### src/logic/filter_regs_pkg.sv
// Offsets, field layouts, reset values and constants of the queue count and hash filter registers
package filter_regs_pkg;

	////////////////////////////////////////////////////////////////////////
	// Register byte offsets
	localparam logic [7:0] OFS_RX_FRAME_COUNT_THRESHOLD = 8'h9C;
	localparam logic [7:0] OFS_TX_NEXT_SPACE_REQUEST = 8'h9E;
	localparam logic [7:0] OFS_MULTICAST_HASH_WORD0 = 8'hA0;
	localparam logic [7:0] OFS_MULTICAST_HASH_WORD1 = 8'hA2;
	localparam logic [7:0] OFS_MULTICAST_HASH_WORD2 = 8'hA4;
	localparam logic [7:0] OFS_MULTICAST_HASH_WORD3 = 8'hA6;
	localparam logic [7:0] OFS_RX_FLOW_LOW_WATERMARK = 8'hB0;

	////////////////////////////////////////////////////////////////////////
	// Field layouts
	localparam int REG_WIDTH = 16;
	localparam int BYTE_WIDTH = 8;
	localparam int FRAME_COUNT_WIDTH = 8;
	localparam int FRAME_COUNT_LSB = 8;
	localparam int THRESHOLD_LSB = 0;
	localparam int WATERMARK_WIDTH = 12;
	localparam int HASH_WORDS = 4;
	localparam int HASH_INDEX_WIDTH = 6;
	localparam int HASH_BIT_SEL_WIDTH = 4;
	localparam int HASH_WORD_SEL_WIDTH = 2;
	localparam int DA_WIDTH = 48;
	localparam int CRC_WIDTH = 32;
	localparam int GROUP_BIT = 0;

	////////////////////////////////////////////////////////////////////////
	// Reset values and encodings
	localparam logic [15:0] REG_RESET = 16'h0000;
	localparam logic [11:0] LOW_WATERMARK_RESET = 12'h500;
	localparam logic [7:0] COUNT_RESET = 8'h00;
	localparam logic [31:0] CRC_POLY = 32'h04C11DB7;
	localparam logic [31:0] CRC_INIT = 32'hFFFFFFFF;
	localparam logic [2:0] HASH_PERFECT_MODE = 3'h5;

endpackage

### src/logic/frame_count_tracker.sv
// Receive queue frame counter, threshold compare and receive flag
`timescale 1ns/10ps
module frame_count_tracker
	import filter_regs_pkg::*;
#(
	parameter int COUNT_WIDTH = FRAME_COUNT_WIDTH
) (
	// Clock and reset
	input wire logic clk,
	input wire logic rst_n,
	// Queue events
	input wire logic frameArrived,
	input wire logic frameReleased,
	// Control
	input wire logic thresholdEnable,
	input wire logic [COUNT_WIDTH-1:0] threshold,
	input wire logic flagClear,
	// State
	output logic [COUNT_WIDTH-1:0] framesInQueue,
	output logic [COUNT_WIDTH-1:0] countSnapshot,
	output logic rxFrameFlag
);

	logic [COUNT_WIDTH-1:0] count_q, count_d;
	logic [COUNT_WIDTH-1:0] snap_q, snap_d;
	logic flag_q, flag_d;
	logic setEvent;

	always_comb begin
		count_d = count_q;
		// Saturate instead of wrapping; a wrapped count would fake an empty queue
		if (frameArrived && !frameReleased && count_q != '1) begin
			count_d = count_q + 1'b1;
		end else if (frameReleased && !frameArrived && count_q != '0) begin
			count_d = count_q - 1'b1;
		end
		setEvent = frameArrived && (!thresholdEnable || count_d > threshold);
		flag_d = setEvent || (flag_q && !flagClear);
		snap_d = setEvent ? count_d : snap_q;
	end

	always_ff @(posedge clk) begin
		if (!rst_n) begin
			count_q <= '0;
			snap_q <= '0;
			flag_q <= 1'b0;
		end else begin
			count_q <= count_d;
			snap_q <= snap_d;
			flag_q <= flag_d;
		end
	end

	assign framesInQueue = count_q;
	assign countSnapshot = snap_q;
	assign rxFrameFlag = flag_q;

endmodule

### src/logic/hash_index_crc.sv
// CRC over a destination address, giving the six-bit hash index
`timescale 1ns/10ps
module hash_index_crc
	import filter_regs_pkg::*;
(
	// Clock and reset
	input wire logic clk,
	input wire logic rst_n,
	// Address in, first wire octet in the low byte
	input wire logic daValid,
	input wire logic [DA_WIDTH-1:0] destAddr,
	// Index out
	output logic indexValid,
	output logic [HASH_INDEX_WIDTH-1:0] hashIndex,
	output logic isGroup
);

	logic valid_q, valid_d;
	logic [HASH_INDEX_WIDTH-1:0] index_q, index_d;
	logic group_q, group_d;
	logic [CRC_WIDTH-1:0] crc;

	// Bits go in least significant first, as they leave on the wire
	function automatic logic [CRC_WIDTH-1:0] crcOf(input logic [DA_WIDTH-1:0] da);
		logic [CRC_WIDTH-1:0] c;
		c = CRC_INIT;
		for (int i = 0; i < DA_WIDTH; i++) begin
			c = {c[CRC_WIDTH-2:0], 1'b0} ^ ((c[CRC_WIDTH-1] ^ da[i]) ? CRC_POLY : '0);
		end
		return c;
	endfunction

	assign crc = crcOf(destAddr);

	always_comb begin
		valid_d = daValid;
		index_d = index_q;
		group_d = group_q;
		if (daValid) begin
			index_d = crc[CRC_WIDTH-1 -: HASH_INDEX_WIDTH];
			group_d = destAddr[GROUP_BIT];
		end
	end

	always_ff @(posedge clk) begin
		if (!rst_n) begin
			valid_q <= 1'b0;
			index_q <= '0;
			group_q <= 1'b0;
		end else begin
			valid_q <= valid_d;
			index_q <= index_d;
			group_q <= group_d;
		end
	end

	assign indexValid = valid_q;
	assign hashIndex = index_q;
	assign isGroup = group_q;

endmodule

### src/logic/queue_count_hash_filter_regs.sv
// Queue frame count, transmit space request, multicast hash filter and low watermark registers
`timescale 1ns/10ps

// How it works
// The upper byte of the frame count register shows the frames waiting at the last arrival that met the receive flag set condition.
// The host clears the receive flag by writing one and reads the frame count before header data.
// With threshold enabled, the receive flag rises once the waiting count exceeds the threshold.
// The host writes a 16-bit transmit space request counted in double words.
// With the space monitor enabled, the space flag rises once free space reaches the request.
// A CRC over the 48-bit destination address gives a six-bit hash index from its top bits.
// The top two index bits pick one of four hash words, the low four bits pick the bit.
// The hash lookup applies only in hash-perfect filter mode.
// A multicast frame whose hash bit is one is accepted, otherwise dropped.
// Receive-all or receive-multicast accepts every multicast frame without the table.
// A 12-bit low watermark in double words resets to 0x500, upper four bits reserved.
// The receive flag is edge set when a frame is ready and cleared by writing one.
// The space flag shows that the requested transmit space has become available.
// Flow control is released once free receive space rises above the low watermark.
module queue_count_hash_filter_regs
	import filter_regs_pkg::*;
(
	// Clock and reset
	input wire logic clk,
	input wire logic rst_n,
	// Register access
	input wire logic regWrite,
	input wire logic regRead,
	input wire logic [7:0] regAddr,
	input wire logic [1:0] regByteEn,
	input wire logic [REG_WIDTH-1:0] regWrData,
	output logic [REG_WIDTH-1:0] regRdData,
	// Control bits held in other registers
	input wire logic rxThresholdEnable,
	input wire logic txSpaceMonitorEnable,
	input wire logic [2:0] filterMode,
	input wire logic acceptAllFrames,
	input wire logic acceptAllMulticast,
	input wire logic rxFlagClear,
	input wire logic txSpaceFlagClear,
	// Receive queue
	input wire logic frameArrived,
	input wire logic frameReleased,
	input wire logic [WATERMARK_WIDTH-1:0] rxFreeSpace,
	output logic rxFrameFlag,
	output logic flowRelease,
	// Transmit queue
	input wire logic [REG_WIDTH-1:0] txFreeSpace,
	output logic txSpaceFlag,
	// Address filter
	input wire logic daValid,
	input wire logic [DA_WIDTH-1:0] destAddr,
	output logic filterDone,
	output logic frameAccept
);

	////////////////////////////////////////////////////////////////////////
	// State

	logic [FRAME_COUNT_WIDTH-1:0] threshold_q, threshold_d;
	logic [REG_WIDTH-1:0] txSpaceRequested_q, txSpaceRequested_d;
	logic [REG_WIDTH-1:0] hashWord_q [HASH_WORDS];
	logic [REG_WIDTH-1:0] hashWord_d [HASH_WORDS];
	logic [WATERMARK_WIDTH-1:0] lowWatermark_q, lowWatermark_d;
	logic [REG_WIDTH-1:0] rdData_q, rdData_d;
	logic txFlag_q, txFlag_d;
	logic txAvail_q, txAvail_d;
	logic flow_q, flow_d;
	logic done_q, done_d;
	logic accept_q, accept_d;

	logic [FRAME_COUNT_WIDTH-1:0] framesInQueue;
	logic [FRAME_COUNT_WIDTH-1:0] countSnapshot;
	logic indexValid;
	logic [HASH_INDEX_WIDTH-1:0] hashIndex;
	logic isGroup;
	logic hashBit;
	logic hashMode;
	logic txAvail;
	logic [REG_WIDTH-1:0] wmMerged;

	// Byte lane merge; a lane not enabled keeps its old value
	function automatic logic [REG_WIDTH-1:0] mergeLanes(
		input logic [REG_WIDTH-1:0] oldVal,
		input logic [REG_WIDTH-1:0] newVal,
		input logic [1:0] be
	);
		logic [REG_WIDTH-1:0] r;
		r = oldVal;
		if (be[0]) begin
			r[BYTE_WIDTH-1:0] = newVal[BYTE_WIDTH-1:0];
		end
		if (be[1]) begin
			r[REG_WIDTH-1:BYTE_WIDTH] = newVal[REG_WIDTH-1:BYTE_WIDTH];
		end
		return r;
	endfunction

	// Watermark merged as a full word; reserved bits stay zero
	assign wmMerged = mergeLanes({{(REG_WIDTH-WATERMARK_WIDTH){1'b0}}, lowWatermark_q},
		regWrData, regByteEn);

	////////////////////////////////////////////////////////////////////////
	// Submodules

	frame_count_tracker #(
		.COUNT_WIDTH(FRAME_COUNT_WIDTH)
	) u_frame_count (
		.clk(clk),
		.rst_n(rst_n),
		.frameArrived(frameArrived),
		.frameReleased(frameReleased),
		.thresholdEnable(rxThresholdEnable),
		.threshold(threshold_q),
		.flagClear(rxFlagClear),
		.framesInQueue(framesInQueue),
		.countSnapshot(countSnapshot),
		.rxFrameFlag(rxFrameFlag)
	);

	hash_index_crc u_hash_crc (
		.clk(clk),
		.rst_n(rst_n),
		.daValid(daValid),
		.destAddr(destAddr),
		.indexValid(indexValid),
		.hashIndex(hashIndex),
		.isGroup(isGroup)
	);

	////////////////////////////////////////////////////////////////////////
	// Register writes and reads

	always_comb begin
		threshold_d = threshold_q;
		txSpaceRequested_d = txSpaceRequested_q;
		lowWatermark_d = lowWatermark_q;
		for (int w = 0; w < HASH_WORDS; w++) begin
			hashWord_d[w] = hashWord_q[w];
		end
		if (regWrite) begin
			case (regAddr)
				OFS_RX_FRAME_COUNT_THRESHOLD: begin
					// Upper byte is the read-only frame count
					if (regByteEn[0]) begin
						threshold_d = regWrData[THRESHOLD_LSB +: FRAME_COUNT_WIDTH];
					end
				end
				OFS_TX_NEXT_SPACE_REQUEST: begin
					txSpaceRequested_d = mergeLanes(txSpaceRequested_q, regWrData, regByteEn);
				end
				OFS_MULTICAST_HASH_WORD0: begin
					hashWord_d[0] = mergeLanes(hashWord_q[0], regWrData, regByteEn);
				end
				OFS_MULTICAST_HASH_WORD1: begin
					hashWord_d[1] = mergeLanes(hashWord_q[1], regWrData, regByteEn);
				end
				OFS_MULTICAST_HASH_WORD2: begin
					hashWord_d[2] = mergeLanes(hashWord_q[2], regWrData, regByteEn);
				end
				OFS_MULTICAST_HASH_WORD3: begin
					hashWord_d[3] = mergeLanes(hashWord_q[3], regWrData, regByteEn);
				end
				OFS_RX_FLOW_LOW_WATERMARK: begin
					lowWatermark_d = wmMerged[WATERMARK_WIDTH-1:0];
				end
				default: begin
				end
			endcase
		end
		rdData_d = rdData_q;
		if (regRead) begin
			case (regAddr)
				OFS_RX_FRAME_COUNT_THRESHOLD: begin
					rdData_d = {countSnapshot, threshold_q};
				end
				OFS_TX_NEXT_SPACE_REQUEST: begin
					rdData_d = txSpaceRequested_q;
				end
				OFS_MULTICAST_HASH_WORD0: begin
					rdData_d = hashWord_q[0];
				end
				OFS_MULTICAST_HASH_WORD1: begin
					rdData_d = hashWord_q[1];
				end
				OFS_MULTICAST_HASH_WORD2: begin
					rdData_d = hashWord_q[2];
				end
				OFS_MULTICAST_HASH_WORD3: begin
					rdData_d = hashWord_q[3];
				end
				OFS_RX_FLOW_LOW_WATERMARK: begin
					rdData_d = {{(REG_WIDTH-WATERMARK_WIDTH){1'b0}}, lowWatermark_q};
				end
				default: begin
					rdData_d = REG_RESET;
				end
			endcase
		end
	end

	always_ff @(posedge clk) begin
		if (!rst_n) begin
			threshold_q <= COUNT_RESET;
			txSpaceRequested_q <= REG_RESET;
			lowWatermark_q <= LOW_WATERMARK_RESET;
			rdData_q <= REG_RESET;
			for (int w = 0; w < HASH_WORDS; w++) begin
				hashWord_q[w] <= REG_RESET;
			end
		end else begin
			threshold_q <= threshold_d;
			txSpaceRequested_q <= txSpaceRequested_d;
			lowWatermark_q <= lowWatermark_d;
			rdData_q <= rdData_d;
			for (int w = 0; w < HASH_WORDS; w++) begin
				hashWord_q[w] <= hashWord_d[w];
			end
		end
	end

	////////////////////////////////////////////////////////////////////////
	// Transmit space monitor, filter decision and flow release

	assign txAvail = txSpaceMonitorEnable && (txFreeSpace >= txSpaceRequested_q);
	assign hashMode = (filterMode == HASH_PERFECT_MODE);
	assign hashBit = hashWord_q[hashIndex[HASH_INDEX_WIDTH-1 -: HASH_WORD_SEL_WIDTH]]
		[hashIndex[HASH_BIT_SEL_WIDTH-1:0]];

	always_comb begin
		txAvail_d = txAvail;
		// Edge set so a lasting surplus does not refire after a clear
		txFlag_d = (txAvail && !txAvail_q) || (txFlag_q && !txSpaceFlagClear);
		flow_d = rxFreeSpace > lowWatermark_q;
		done_d = indexValid;
		accept_d = accept_q;
		if (indexValid) begin
			if (!isGroup) begin
				accept_d = 1'b1;
			end else if (acceptAllFrames || acceptAllMulticast) begin
				accept_d = 1'b1;
			end else if (hashMode) begin
				accept_d = hashBit;
			end else begin
				accept_d = 1'b1;
			end
		end
	end

	always_ff @(posedge clk) begin
		if (!rst_n) begin
			txAvail_q <= 1'b0;
			txFlag_q <= 1'b0;
			flow_q <= 1'b0;
			done_q <= 1'b0;
			accept_q <= 1'b0;
		end else begin
			txAvail_q <= txAvail_d;
			txFlag_q <= txFlag_d;
			flow_q <= flow_d;
			done_q <= done_d;
			accept_q <= accept_d;
		end
	end

	assign regRdData = rdData_q;
	assign txSpaceFlag = txFlag_q;
	assign flowRelease = flow_q;
	assign filterDone = done_q;
	assign frameAccept = accept_q;

	////////////////////////////////////////////////////////////////////////
	// Checks

	a_count_snapshot: assert property (@(posedge clk) disable iff (!rst_n)
		$rose(rxFrameFlag) |-> countSnapshot == framesInQueue)
		else $error("frame count not caught when receive flag rose");

	a_read_count: assert property (@(posedge clk) disable iff (!rst_n)
		regRead && regAddr == OFS_RX_FRAME_COUNT_THRESHOLD
		|=> regRdData[FRAME_COUNT_LSB +: FRAME_COUNT_WIDTH] == $past(countSnapshot))
		else $error("frame count read mismatch");

	a_rx_flag_arrival: assert property (@(posedge clk) disable iff (!rst_n)
		frameArrived && !rxThresholdEnable |=> rxFrameFlag ##1 (rxFrameFlag || $past(rxFlagClear)))
		else $error("receive flag not set by frame arrival");

	a_rx_threshold_hold: assert property (@(posedge clk) disable iff (!rst_n)
		rxThresholdEnable && !rxFrameFlag && !rxFlagClear && frameReleased
		&& framesInQueue <= threshold_q |=> !rxFrameFlag)
		else $error("receive flag rose below threshold");

	a_tx_space_cause: assert property (@(posedge clk) disable iff (!rst_n)
		$rose(txSpaceFlag) |-> $past(txSpaceMonitorEnable && txFreeSpace >= txSpaceRequested_q))
		else $error("space flag rose without space");

	a_tx_flag_sticky: assert property (@(posedge clk) disable iff (!rst_n)
		txSpaceFlag && !txSpaceFlagClear |=> txSpaceFlag)
		else $error("space flag dropped without clear");

	a_hash_lookup: assert property (@(posedge clk) disable iff (!rst_n)
		indexValid && isGroup && hashMode && !acceptAllFrames && !acceptAllMulticast
		|=> filterDone && frameAccept == $past(hashWord_q[hashIndex[5:4]][hashIndex[3:0]]))
		else $error("hash lookup decision wrong");

	a_multicast_all: assert property (@(posedge clk) disable iff (!rst_n)
		indexValid && (acceptAllFrames || acceptAllMulticast) |=> frameAccept)
		else $error("multicast not accepted with accept-all");

	a_watermark_write: assert property (@(posedge clk) disable iff (!rst_n)
		regWrite && regAddr == OFS_RX_FLOW_LOW_WATERMARK && regByteEn == 2'h3
		|=> lowWatermark_q == $past(regWrData[WATERMARK_WIDTH-1:0]))
		else $error("low watermark write lost");

	a_flow_release: assert property (@(posedge clk) disable iff (!rst_n)
		rxFreeSpace > lowWatermark_q ##1 1'b1 |-> flowRelease)
		else $error("flow not released above watermark");

endmodule

### config.mk
export PLATFORM = sky130hd
export DESIGN_NAME = queue_count_hash_filter_regs
export DESIGN_NICKNAME = d
export VERILOG_FILES = /design/src/logic/filter_regs_pkg.sv /design/src/logic/frame_count_tracker.sv /design/src/logic/hash_index_crc.sv /design/src/logic/queue_count_hash_filter_regs.sv
export SDC_FILE = /design/constraint.sdc
export NUM_CORES = 1
export LEC_CHECK = 0
export BUFFER_PORTS_ARGS = -buffer_cell sky130_fd_sc_hd__buf_2
export CAP_MARGIN = 15
export CORE_MARGIN = 4
export CORE_UTILIZATION = 59
export CTS_CLUSTER_DIAMETER = 200
export DETAILED_ROUTE_END_ITERATION = 7
export HOLD_SLACK_MARGIN = 0.12
export PLACE_DENSITY = 0.78
export SKIP_CTS_REPAIR_TIMING = 1
export SYNTH_ARGS = -nofsm -noshare
export SYNTH_HDL_FRONTEND = slang
export SYNTH_SLANG_ARGS = --single-unit
### constraint.sdc
create_clock -name clk -period 3.95 [get_ports clk]
set_input_delay 0.1975 -clock clk [delete_from_list [all_inputs] [get_ports clk]]
set_output_delay 0.1975 -clock clk [all_outputs]
set_load 0.02 [all_outputs]
==> results of run 1 <==
## per-stage QoR
step | setup slack (ps) | instance area [um^2] | utilization | hold slack (ps) | power [mW]
after global placement | 559 | 10700 | 0.665 | 429 | 6.29
after CTS | 464 | 11300 | 0.703 | 32.1 | 8.04
after global routing | 116 | 11400 | 0.707 | 127 | 8.50
after detailed placement | 489 | 10700 | 0.665 | 433 | 6.36
final | 447 | 11400 | 0.707 | 119 | 7.97
after floorplan | 612 | 9790 | - | 323 | 5.73
## sequential cells by signal (all words and copies together) (netlist names), named ones only
signal and flops:
filterDone 1, regRdData 16, flowRelease 1, u_hash_crc.hashIndex 6
u_frame_count.countSnapshot 8, u_frame_count.rxFrameFlag 1, txSpaceFlag 1, txAvail_q 1
lowWatermark_q 12, txSpaceRequested_q 16, frameAccept 1, u_hash_crc.indexValid 1
u_frame_count.framesInQueue 8, hashWord_q 64, threshold_q 8, u_hash_crc.isGroup 1
## tightest hold or removal path: cells and delay by family
family	cells	cell delay, ps
compound gates	1	70
buf+inv	1	160
simple gates	1	60
## worst min-delay path by stage
| stage | startpoint | to | slack [ps] | cells after the start |
|---|---|---|---|---|
| 4_1_cts | txSpaceMonitorEnable | txAvail_q | 30 | 3 |
| 2_1_floorplan | regWrData[10] | lowWatermark_q[10] | 320 | 2 |
| 6_report | regWrData[1] | threshold_q[1] | 120 | 3 |
| 3_3_place_gp | u_hash_crc.indexValid | frameAccept | 430 | 1 |
| 5_1_grt | regWrData[12] | txSpaceRequested_q[12] | 130 | 3 |
| 3_5_place_dp | u_hash_crc.indexValid | frameAccept | 430 | 1 |
## cell families after synthesis
| logic type | after synthesis |
|---|---|
| flip-flops | 148 |
| buffers and inverters | 97 |
| adder cells (fa/ha/maj) | 38 |
| XOR/XNOR | 191 |
| AND/OR/NAND/NOR | 251 |
| multiplexers | 148 |
| AO/OA/AOI/OAI | 126 |
## power groups by stage
stage	logic, mW	clock network (mW)	registers [mW]
global route	5.03	1.76	1.71
CTS	4.66	1.69	1.69
finish	4.61	1.67	1.69
detailed placement	4.63	0	1.72
floorplan	4.04	0	1.68
global placement	4.57	0	1.72
## Yosys cell counts, types with 3 or more instances
cell	n	area [um^2]
sky130_fd_sc_hd__a21boi_0	9	67.6
sky130_fd_sc_hd__mux2i_1	117	1170
sky130_fd_sc_hd__nor2_1	24	90.1
sky130_fd_sc_hd__buf_1	5	18.8
sky130_fd_sc_hd__nor2b_1	124	776
sky130_fd_sc_hd__a22oi_1	4	30.0
sky130_fd_sc_hd__xnor3_1	5	113
sky130_fd_sc_hd__inv_1	46	173
sky130_fd_sc_hd__xnor2_2	8	130
sky130_fd_sc_hd__buf_2	5	25.0
sky130_fd_sc_hd__xnor2_1	121	1060
sky130_fd_sc_hd__nor3_1	12	60.1
sky130_fd_sc_hd__a31oi_1	8	50.1
sky130_fd_sc_hd__and2_1	15	93.8
sky130_fd_sc_hd__a222oi_1	12	120
sky130_fd_sc_hd__nand2_1	37	139
sky130_fd_sc_hd__a21o_1	13	97.6
sky130_fd_sc_hd__o21ai_0	18	90.1
sky130_fd_sc_hd__nor4_1	3	18.8
sky130_fd_sc_hd__o21a_1	14	105
sky130_fd_sc_hd__clkbuf_1	38	143
sky130_fd_sc_hd__nand4_1	5	31.3
sky130_fd_sc_hd__a221oi_1	9	78.8
sky130_fd_sc_hd__o22ai_1	5	31.3
sky130_fd_sc_hd__nand3_1	11	55.1
sky130_fd_sc_hd__a21oi_1	29	145
sky130_fd_sc_hd__ha_1	38	475
sky130_fd_sc_hd__mux4_2	21	473
sky130_fd_sc_hd__mux2_2	10	113
sky130_fd_sc_hd__and3_1	4	25.0
sky130_fd_sc_hd__xor2_1	49	429
sky130_fd_sc_hd__dfxtp_1	148	2960
sky130_fd_sc_hd__nand2b_1	7	43.8
## area by class of cell
type                    count  area (um^2)
well taps                 216          270
multi-input cells         754         6450
inverters                  46          173
fillers                  1233         4700
flip-flops and latches    148         2960
repair buffers            162          893
clock inverters             9          125
clock buffers              23          488
## layer usage
layer  global-route usage  vias up
met5                    0        -
met1                0.352     3554
met4               0.0870        0
met2                0.408      272
li1                     -     3705
met3               0.0463       37
==> parameters.txt, run 1 <==
Parameter                              Value

Status
  Result of the run    finished, final reports clean

Power
  P_sw    2.70 mW
  Share of total power consumed by net switching    0.338
  Worst VDD drop    approximately 0.89 mV
  Part of the total power dissipated in the clock network    0.209
  Cell Pwr Density    between 700 and 800 nW/um^2
  Leakage power of the design    approximately 4.3 nW
  P_int    between 5 and 6 mW
  Comb pwr share    0.578
  Seq pwr share    0.213

Logic synthesis
  Basic-gate share of the synthesized area counting and, or, nand and nor cells    0.144
  Synth Area in Adders    0.0486
  Post-synth EDFFs    0
  Top_reg_cell synth    sky130_fd_sc_hd__dfxtp_1
  Instance count of the mapped netlist    999
  Combinational family with the most area after synthesis    XOR/XNOR gates
  Syn nets    roughly 1,200
  Area fraction in compound gates after synthesis    0.0872
  Netlist cell types    51
  Post-synthesis area per instance    9.80 um^2
  Async set-reset flop share out of synthesis    0
  Synth Area in XOR/XNOR    0.198
  Number of warnings issued by yosys    0
  Seq cells post-synth    ~150
  Multiplexer share of the synthesized area    0.180
  Part of the Yosys area used for sequential elements    0.303
  Mapped Area    ~9800 um^2

Placement
  RePlAce Congestion    0.891
  Number of port buffers    ~140
  Placed insts    around 1,300
  Detailed-placement wirelength estimate    17,800 um

Global routing
  Total Routing Usage GR    0.256
  Pin count of the biggest net entering global routing    ~110
  Number of antenna violations at the first check in global routing    0
  Remaining global-route overflow    0
  Vias in the first global route    around 7,200
  Wire length of the first global-routing pass    ~37,000 um

STA
  Maximum clock rate    0.285 GHz
  RSZ-0062 raised after global routing    false
  Slew Viols, Final    0
  Fin Setup TNS    0 ps
  Clock tree skew after final layout    10.3 ps
  Final number of hold-violating endpoints    0
  Transition time of the tightest slew-check pin    1040 ps
  Final min period    3500 ps
  Count of endpoints failing setup in the final report    0
  Share of the clock period used by the worst path after layout    0.887
  Headroom to the max-slew limit    0.306

Floorplanning
  Die footprint    about 19,000 um^2
  Num rows    46
  Starting density of the core    0.609
  Placeable core area    around 16,000 um^2
  Chip height    137 um
  Number of top-level design ports    about 140
  Horizontal die dimension    about 140 um

Routing
  Number of optimization iterations in the first detailed-route pass    7
  Via total after detailed routing    between 7,000 and 8,000
  Total length of routed wires    23,900 um
  Wire length per cell    approximately 18 um
  Vias per cell    about 5.6
  Number of DRC markers in iteration 0    614
  Met1 wire length    10,900 um
  Detail Route Antenna Nets    0
  WL met3    1550 um
  Met2 wire length    around 11,000 um
  Highest Signal Layer    met4
  Post-detailed-route DRC marker count    0

Critical path
  Max incr delay on CP    between 400 and 500 ps
  Slowest cell on the critical path    sky130_fd_sc_hd__dfxtp_1
  Cell breakdown of the critical path    and3_1 -> and3_1 -> nand3_1 -> and2_1 -> o21ai_0 -> nor2_1 -> a21oi_1 -> ha_1 -> nor2b_1 -> o21a_1 -> o21ai_0 -> nand2b_1 -> a21oi_1 -> o21ai_0 -> o21ai_0 -> a21boi_1 -> buf_4 -> mux2i_1 -> nor2b_1
  R2R Path End    u_frame_count.countSnapshot[3]
  Start of the worst register-to-register path    u_frame_count.framesInQueue[2]
  Startpoint kind of the worst setup timing path    register
  Endpoint class of the critical path    register
  CP max FO    9
  Critical Path Sink    u_frame_count.countSnapshot[3]
  Number of cells on the worst reg-to-reg path    19
  Family with the most delay on the worst path    compound AO/OA/AOI/OAI gates
  Number of cells on the critical path    19
  Total buffers and inverters traversed by the critical path    1
  Setup crit start    u_frame_count.framesInQueue[2]
  Required @ worst endpoint    between 4000 and 5000 ps
  Worst reg2reg setup slack    450 ps
  Kind of critical path    register to register
  Cell repeated most along the worst path    sky130_fd_sc_hd__o21ai_0
  Critical Path AT    approximately 3800 ps

Flow run
  Max-cap viol count    0

Cells and area
  Fraction of final layout cells sized beyond drive strength 1    0.204
  Leading cell type in the layout, fill and taps excluded    sky130_fd_sc_hd__dfxtp_1
  Diode insertion count for antenna repair    0
  Count of non-filler cells in the finished layout    1,358
  Total number of nets in the final design    between 1,000 and 1,500
  Synth-to-Final Area Change    16.1%
  Highest-count cells in the layout ignoring fill and taps    148 x sky130_fd_sc_hd__dfxtp_1, 136 x sky130_fd_sc_hd__buf_2, 124 x sky130_fd_sc_hd__nor2b_1, 121 x sky130_fd_sc_hd__xnor2_1, 117 x sky130_fd_sc_hd__mux2i_1

Clock network
  Clock latency at the later pin of the worst-skew pair    about 420 ps
  Number of clock sinks    approximately 150
  Clk root buf    sky130_fd_sc_hd__clkbuf_16
  Clock Path Buffers    2
  TritonCTS clock tree    done
  CTS clock-pin slew for the worst setup and hold paths    60 ps
  Maximum level of the CTS H-tree    4
  Total clock buffers created by CTS    17

Min path
  HP Class    primary input to register
(Power assumes the default switching activity.)
==> inputs of run 2 (changes only) <==
--- a/config.mk
+++ b/config.mk
@@ -7,7 +7,7 @@
 export LEC_CHECK = 0
 export BUFFER_PORTS_ARGS = -buffer_cell sky130_fd_sc_hd__buf_2
 export CAP_MARGIN = 15
-export CORE_MARGIN = 4
+export CORE_MARGIN = 1
 export CORE_UTILIZATION = 59
 export CTS_CLUSTER_DIAMETER = 200
 export DETAILED_ROUTE_END_ITERATION = 7
==> parameters.txt, run 2 (same netlist as run 1, synthesis figures left out) <==
Parameter                              Value

Placement
  Number of port buffers    137 (unchanged)
  RePlAce Congestion    0.909 (+2.0%)
  Detailed-placement wirelength estimate    17,500 um (-1.8%)

Cells and area
  Total number of nets in the final design    1,285 (unchanged)
  Diode insertion count for antenna repair    0 (unchanged)
  Highest-count cells in the layout ignoring fill and taps    148 x sky130_fd_sc_hd__dfxtp_1, 136 x sky130_fd_sc_hd__buf_2, 124 x sky130_fd_sc_hd__nor2b_1, 121 x sky130_fd_sc_hd__xnor2_1, 117 x sky130_fd_sc_hd__mux2i_1
  Register name with the most flops    hashWord_q
  Synth-to-Final Area Change    16.7%
  Share of the core filled with cells    0.711 (+0.00358)
  Fraction of final layout cells sized beyond drive strength 1    0.203 (-0.000876)
  Max reg flops    64 (unchanged)
  Leading cell type in the layout, fill and taps excluded    sky130_fd_sc_hd__dfxtp_1

Critical path
  Required @ worst endpoint    4310 ps (+50 ps)
  Worst reg2reg setup slack    450 ps (about the same)
  CP max FO    9 (unchanged)
  Endpoint class of the critical path    register
  Startpoint kind of the worst setup timing path    register
  Start of the worst register-to-register path    u_frame_count.framesInQueue[2]
  Kind of critical path    register to register
  Critical Path Sink    u_frame_count.countSnapshot[3]
  Setup crit start    u_frame_count.framesInQueue[2]
  R2R Path End    u_frame_count.countSnapshot[3]
  Critical Path AT    3850 ps (+40 ps)
  Number of cells on the worst reg-to-reg path    19 (unchanged)

Clock network
  Clk root buf    sky130_fd_sc_hd__clkbuf_16
  Clock latency at the later pin of the worst-skew pair    430 ps (about the same)
  Number of clock sinks    148 (unchanged)
  Clock Path Buffers    2 (unchanged)
  Maximum level of the CTS H-tree    4 (unchanged)
  TritonCTS clock tree    done
  CTS clock-pin slew for the worst setup and hold paths    60 ps (about the same)
  Total clock buffers created by CTS    17 (unchanged)

Global routing
  Total Routing Usage GR    0.295 (+0.0385)
  Pin count of the biggest net entering global routing    118 (+3.5%)
  Remaining global-route overflow    0 (unchanged)
  Number of antenna violations at the first check in global routing    0 (unchanged)
  Wire length of the first global-routing pass    38,100 um (+2.1%)
  Vias in the first global route    7,392 (+2.3%)

Routing
  Wire length per cell    17.8 um (+1.1%)
  Vias per cell    5.58 (about the same)
  Number of optimization iterations in the first detailed-route pass    5 (-2)
  Post-detailed-route DRC marker count    0 (unchanged)
  Met1 wire length    11,100 um (+2.0%)
  Detail Route Antenna Nets    0 (unchanged)
  Total length of routed wires    24,200 um (+1.1%)
  Via total after detailed routing    7,575 (+0.092%)
  Number of DRC markers in iteration 0    514 (-16%)
  WL met3    1260 um (-19%)
  Highest Signal Layer    met4
  Met2 wire length    11,200 um (+1.9%)

Power
  Leakage power of the design    4.34 nW (+0.47%)
  Cell Pwr Density    713 nW/um^2 (+1.7%)
  Worst VDD drop    0.832 mV (-6.2%)

STA
  Clock tree skew after final layout    11.6 ps (+1.31 ps)
  RSZ-0062 raised after global routing    false
  Maximum clock rate    0.286 GHz (+0.15%)
  Share of the clock period used by the worst path after layout    0.886 (-0.00135)
  Fin Setup TNS    0 ps (unchanged)
  Final min period    3500 ps (-5.32 ps)
  Slew Viols, Final    0 (unchanged)
  Count of endpoints failing setup in the final report    0 (unchanged)
  Final number of hold-violating endpoints    0 (unchanged)
  Transition time of the tightest slew-check pin    1030 ps (-4.93 ps)
  Headroom to the max-slew limit    0.309 (+0.00299)

Status
  Result of the run    finished, final reports clean

Floorplanning
  Die footprint    17,100 um^2 (-8.6%)
  Horizontal die dimension    131 um (-4.4%)
  Starting density of the core    0.609 (unchanged)
  Num rows    46 (unchanged)
  Chip height    131 um (-4.4%)
  Placeable core area    16,100 um^2 (unchanged)
  Number of top-level design ports    139 (unchanged)

Min path
  HP Class    primary input to register

Flow run
  Max-cap viol count    0 (unchanged)
[run 2: layer usage]
| metal | vias up | global-route usage |
|---|---|---|
| met5 | - | 0 |
| met4 | 0 | 0.118 |
| met3 | 40 | 0.0468 |
| met2 | 268 | 0.485 |
| met1 | 3562 | 0.387 |
| li1 | 3705 | - |
[run 2: how the worst min path moves through the flow]
stage / from / endpoint / slack [ps] / cells past startpoint
after floorplan: regWrData[10] / lowWatermark_q[10] / 320 / 2
after global placement: u_hash_crc.indexValid / frameAccept / 440 / 1
after detailed placement: u_hash_crc.indexValid / frameAccept / 440 / 1
after CTS: txSpaceMonitorEnable / txAvail_q / 30 / 3
after global routing: regWrData[8] / lowWatermark_q[8] / 130 / 3
final: regWrData[8] / lowWatermark_q[8] / 110 / 3
[run 2: power breakdown]
group | switching (mW) | internal [mW] | total, mW
Combinational | 2.00 | 2.61 | 4.61
Clock | 0.648 | 1.19 | 1.84
Sequential | 0.0907 | 1.60 | 1.69
[run 2: cell type report]
| type | count | area, um^2 |
|---|---|---|
| multi-input cells | 754 | 6450 |
| fillers | 1227 | 4640 |
| well taps | 216 | 270 |
| flip-flops and latches | 148 | 2960 |
| clock inverters | 12 | 228 |
| clock buffers | 20 | 437 |
| repair buffers | 162 | 896 |
| inverters | 46 | 173 |
[run 2: stage by stage]
stage                     cell area (um^2)  hold WS, ps  worst slack, ps  cells  total power, mW
after floorplan                       9790          323              612    999             5.73
after global placement               10700          438              540   1318             6.28
after detailed placement             10700          443              493   1318             6.35
after CTS                            11300         31.8              454   1350             8.19
after global routing                 11400          133              183   1358             8.63
final                                11400          109              452   1358             8.14
[run 2: worst max-delay path, stage by stage, from the launching register on]
cell and delay, ps:
sky130_fd_sc_hd__dfxtp_1 430, sky130_fd_sc_hd__and3_1 240, sky130_fd_sc_hd__and3_1 210, sky130_fd_sc_hd__nand3_1 80
sky130_fd_sc_hd__and2_1 240, sky130_fd_sc_hd__o21ai_0 170, sky130_fd_sc_hd__nor2_1 50, sky130_fd_sc_hd__a21oi_1 290
sky130_fd_sc_hd__ha_1 310, sky130_fd_sc_hd__nor2b_1 130, sky130_fd_sc_hd__o21a_1 150, sky130_fd_sc_hd__o21ai_0 140
sky130_fd_sc_hd__nand2b_1 70, sky130_fd_sc_hd__a21oi_1 130, sky130_fd_sc_hd__o21ai_0 80, sky130_fd_sc_hd__o21ai_0 110
sky130_fd_sc_hd__a21boi_1 100, sky130_fd_sc_hd__buf_4 210, sky130_fd_sc_hd__mux2i_1 130, sky130_fd_sc_hd__nor2b_1 150
==> inputs of run 3 (changes only) <==
--- a/config.mk
+++ b/config.mk
@@ -8,11 +8,11 @@
 export BUFFER_PORTS_ARGS = -buffer_cell sky130_fd_sc_hd__buf_2
 export CAP_MARGIN = 15
 export CORE_MARGIN = 1
-export CORE_UTILIZATION = 59
+export CORE_UTILIZATION = 53
 export CTS_CLUSTER_DIAMETER = 200
 export DETAILED_ROUTE_END_ITERATION = 7
 export HOLD_SLACK_MARGIN = 0.12
-export PLACE_DENSITY = 0.78
+export PLACE_DENSITY = 0.74
 export SKIP_CTS_REPAIR_TIMING = 1
 export SYNTH_ARGS = -nofsm -noshare
 export SYNTH_HDL_FRONTEND = slang
==> constraint.sdc (replaced) <==
create_clock -name clk -period 3.06 [get_ports clk]
set_input_delay 0.153 -clock clk [delete_from_list [all_inputs] [get_ports clk]]
set_output_delay 0.153 -clock clk [all_outputs]
set_load 0.02 [all_outputs]
==> parameters.txt, run 3 (same netlist as run 1, synthesis figures left out) <==
Parameter                              Value

Clock network
  Number of clock sinks    148 (unchanged)
  CTS clock-pin slew for the worst setup and hold paths    60 ps (about the same)
  Maximum level of the CTS H-tree    4 (unchanged)
  TritonCTS clock tree    done
  Clock latency at the later pin of the worst-skew pair    430 ps (about the same)
  Clock Path Buffers    2 (unchanged)
  Total clock buffers created by CTS    17 (unchanged)
  Clk root buf    sky130_fd_sc_hd__clkbuf_16

STA
  Share of the clock period used by the worst path after layout    1.00 (+0.116)
  Final number of hold-violating endpoints    0 (unchanged)
  Maximum clock rate    0.326 GHz (+14%)
  Clock tree skew after final layout    8.80 ps (-2.81 ps)
  Headroom to the max-slew limit    0.445 (+0.136)
  Slew Viols, Final    0 (unchanged)
  RSZ-0062 raised after global routing    true
  Final min period    3060 ps (-434 ps)
  Count of endpoints failing setup in the final report    2 (+2)
  Transition time of the tightest slew-check pin    832 ps (-201 ps)
  Setup WS post-layout    -4.18 ps (-456 ps)

Power
  Worst VDD drop    1.53 mV (+84%)
  Leakage power of the design    4.80 nW (+11%)
  Power consumption    12.0 mW (+48%)
  Cell Pwr Density    978 nW/um^2 (+37%)

Global routing
  Vias in the first global route    7,500 (+1.5%)
  Wire length of the first global-routing pass    38,700 um (+1.6%)
  Pin count of the biggest net entering global routing    95 (-19%)
  Number of antenna violations at the first check in global routing    2 (+2)
  Total Routing Usage GR    0.271 (-0.0240)
  Remaining global-route overflow    0 (unchanged)

Cells and area
  Leading cell type in the layout, fill and taps excluded    sky130_fd_sc_hd__dfxtp_1
  Storage element area    2970 um^2 (+0.25%)
  Highest-count cells in the layout ignoring fill and taps    144 x sky130_fd_sc_hd__dfxtp_1, 136 x sky130_fd_sc_hd__buf_2, 124 x sky130_fd_sc_hd__nor2b_1, 120 x sky130_fd_sc_hd__xnor2_1, 117 x sky130_fd_sc_hd__mux2i_1
  Synth-to-Final Area Change    25.5%
  Count of filler cells inserted in the layout    1,396 (+14%)
  Total number of nets in the final design    1,380 (+7.4%)
  Area of combinational cells with multiple inputs    6550 um^2 (+1.6%)
  Final Instance Area    12,300 um^2 (+7.6%)
  Max reg flops    64 (unchanged)
  Register name with the most flops    hashWord_q
  Fraction of final layout cells sized beyond drive strength 1    0.273 (+0.0701)
  Share of the core filled with cells    0.682 (-0.0294)

Floorplanning
  Chip height    138 um (+5.4%)
  Placeable core area    18,000 um^2 (+12%)
  Num rows    49 (+6.5%)
  Starting density of the core    0.543 (-0.0665)
  Number of top-level design ports    139 (unchanged)
  Die footprint    19,000 um^2 (+11%)
  Horizontal die dimension    138 um (+5.4%)

Critical path
  Critical Path AT    3380 ps (-470 ps)
  CP max FO    6 (-3)
  Startpoint kind of the worst setup timing path    register
  Endpoint class of the critical path    register
  Required @ worst endpoint    3380 ps (-930 ps)
  Kind of critical path    register to register

Routing
  Number of DRC markers in iteration 0    557 (+8.4%)
  Highest Signal Layer    met4
  Met2 wire length    12,400 um (+10%)
  Via total after detailed routing    8,000 (+5.6%)
  WL met3    1260 um (+0.64%)
  Number of optimization iterations in the first detailed-route pass    7 (+2)
  Vias per cell    5.45 (-2.3%)
  Post-detailed-route DRC marker count    0 (unchanged)
  Detail Route Antenna Nets    0 (unchanged)
  Met1 wire length    11,400 um (+2.5%)
  Wire length per cell    17.5 um (-1.6%)
  Total length of routed wires    25,700 um (+6.3%)

Placement
  Number of port buffers    137 (unchanged)
  RePlAce Congestion    0.895 (-1.5%)
  Detailed-placement wirelength estimate    19,000 um (+8.7%)
  Area after detailed placement    11,300 um^2 (+6.0%)

Status
  Result of the run    complete, but fails checks
  Violations in the final reports    setup timing

Flow run
  Max-cap viol count    0 (unchanged)

Min path
  HP Class    primary input to register
run 3: worst paths after layout:
check	startpoint	end	cells after the start	slack, ps
max	u_frame_count.framesInQueue[1]	u_frame_count.countSnapshot[0]	19	-4
max reg2reg	u_frame_count.framesInQueue[1]	u_frame_count.countSnapshot[0]	19	-4
min reg2reg	u_hash_crc.indexValid	frameAccept	1	450
min	filterMode[1]	frameAccept	4	90
run 3: area by class of cell:
type                    instances  area share
diodes                          2    0.000407
clock buffers                  23      0.0389
inverters                      46      0.0141
repair buffers                257       0.136
flip-flops and latches        148       0.242
well taps                     229      0.0233
clock inverters                 9      0.0122
multi-input cells             754       0.533
run 3: through the flow:
stage          cells  setup TNS (ps)  hold slack, ps  setup slack (ps)
2_1_floorplan    999               0             278              4.30
4_1_cts         1443           -1310           -15.5              -165
5_1_grt         1468           -1590             124              -204
3_3_place_gp    1411           -8.74             420             -4.37
3_5_place_dp    1411            -872             427             -96.3
6_report        1468           -7.58            86.4             -4.18
run 3: layer usage:
layer | track usage | vias to the layer above
met5 | 0 | -
met4 | 0.103 | 0
met3 | 0.0468 | 58
met2 | 0.442 | 256
met1 | 0.356 | 3785
li1 | - | 3901
run 3: report_power, final:
group          switching [mW]  leakage, nW  internal, mW
Combinational            3.10         3.30          4.49
Sequential              0.123         1.20          2.08
Clock                   0.805        0.303          1.42
run 3: worst max-delay path, stage by stage, from the launching register on:
cell and delay (ps):
sky130_fd_sc_hd__dfxtp_1 380, sky130_fd_sc_hd__ha_2 210, sky130_fd_sc_hd__and3_1 180, sky130_fd_sc_hd__nand3_1 90
sky130_fd_sc_hd__and2_4 200, sky130_fd_sc_hd__buf_4 130, sky130_fd_sc_hd__nand2_1 60, sky130_fd_sc_hd__nand2_1 70
sky130_fd_sc_hd__xor2_1 170, sky130_fd_sc_hd__ha_1 320, sky130_fd_sc_hd__o21a_1 150, sky130_fd_sc_hd__o21ai_2 60
sky130_fd_sc_hd__nand2b_1 90, sky130_fd_sc_hd__a21oi_2 60, sky130_fd_sc_hd__o21ai_1 110, sky130_fd_sc_hd__o21ai_1 90
sky130_fd_sc_hd__a21boi_2 170, sky130_fd_sc_hd__buf_4 180, sky130_fd_sc_hd__mux2i_1 190, sky130_fd_sc_hd__nor2b_1 60
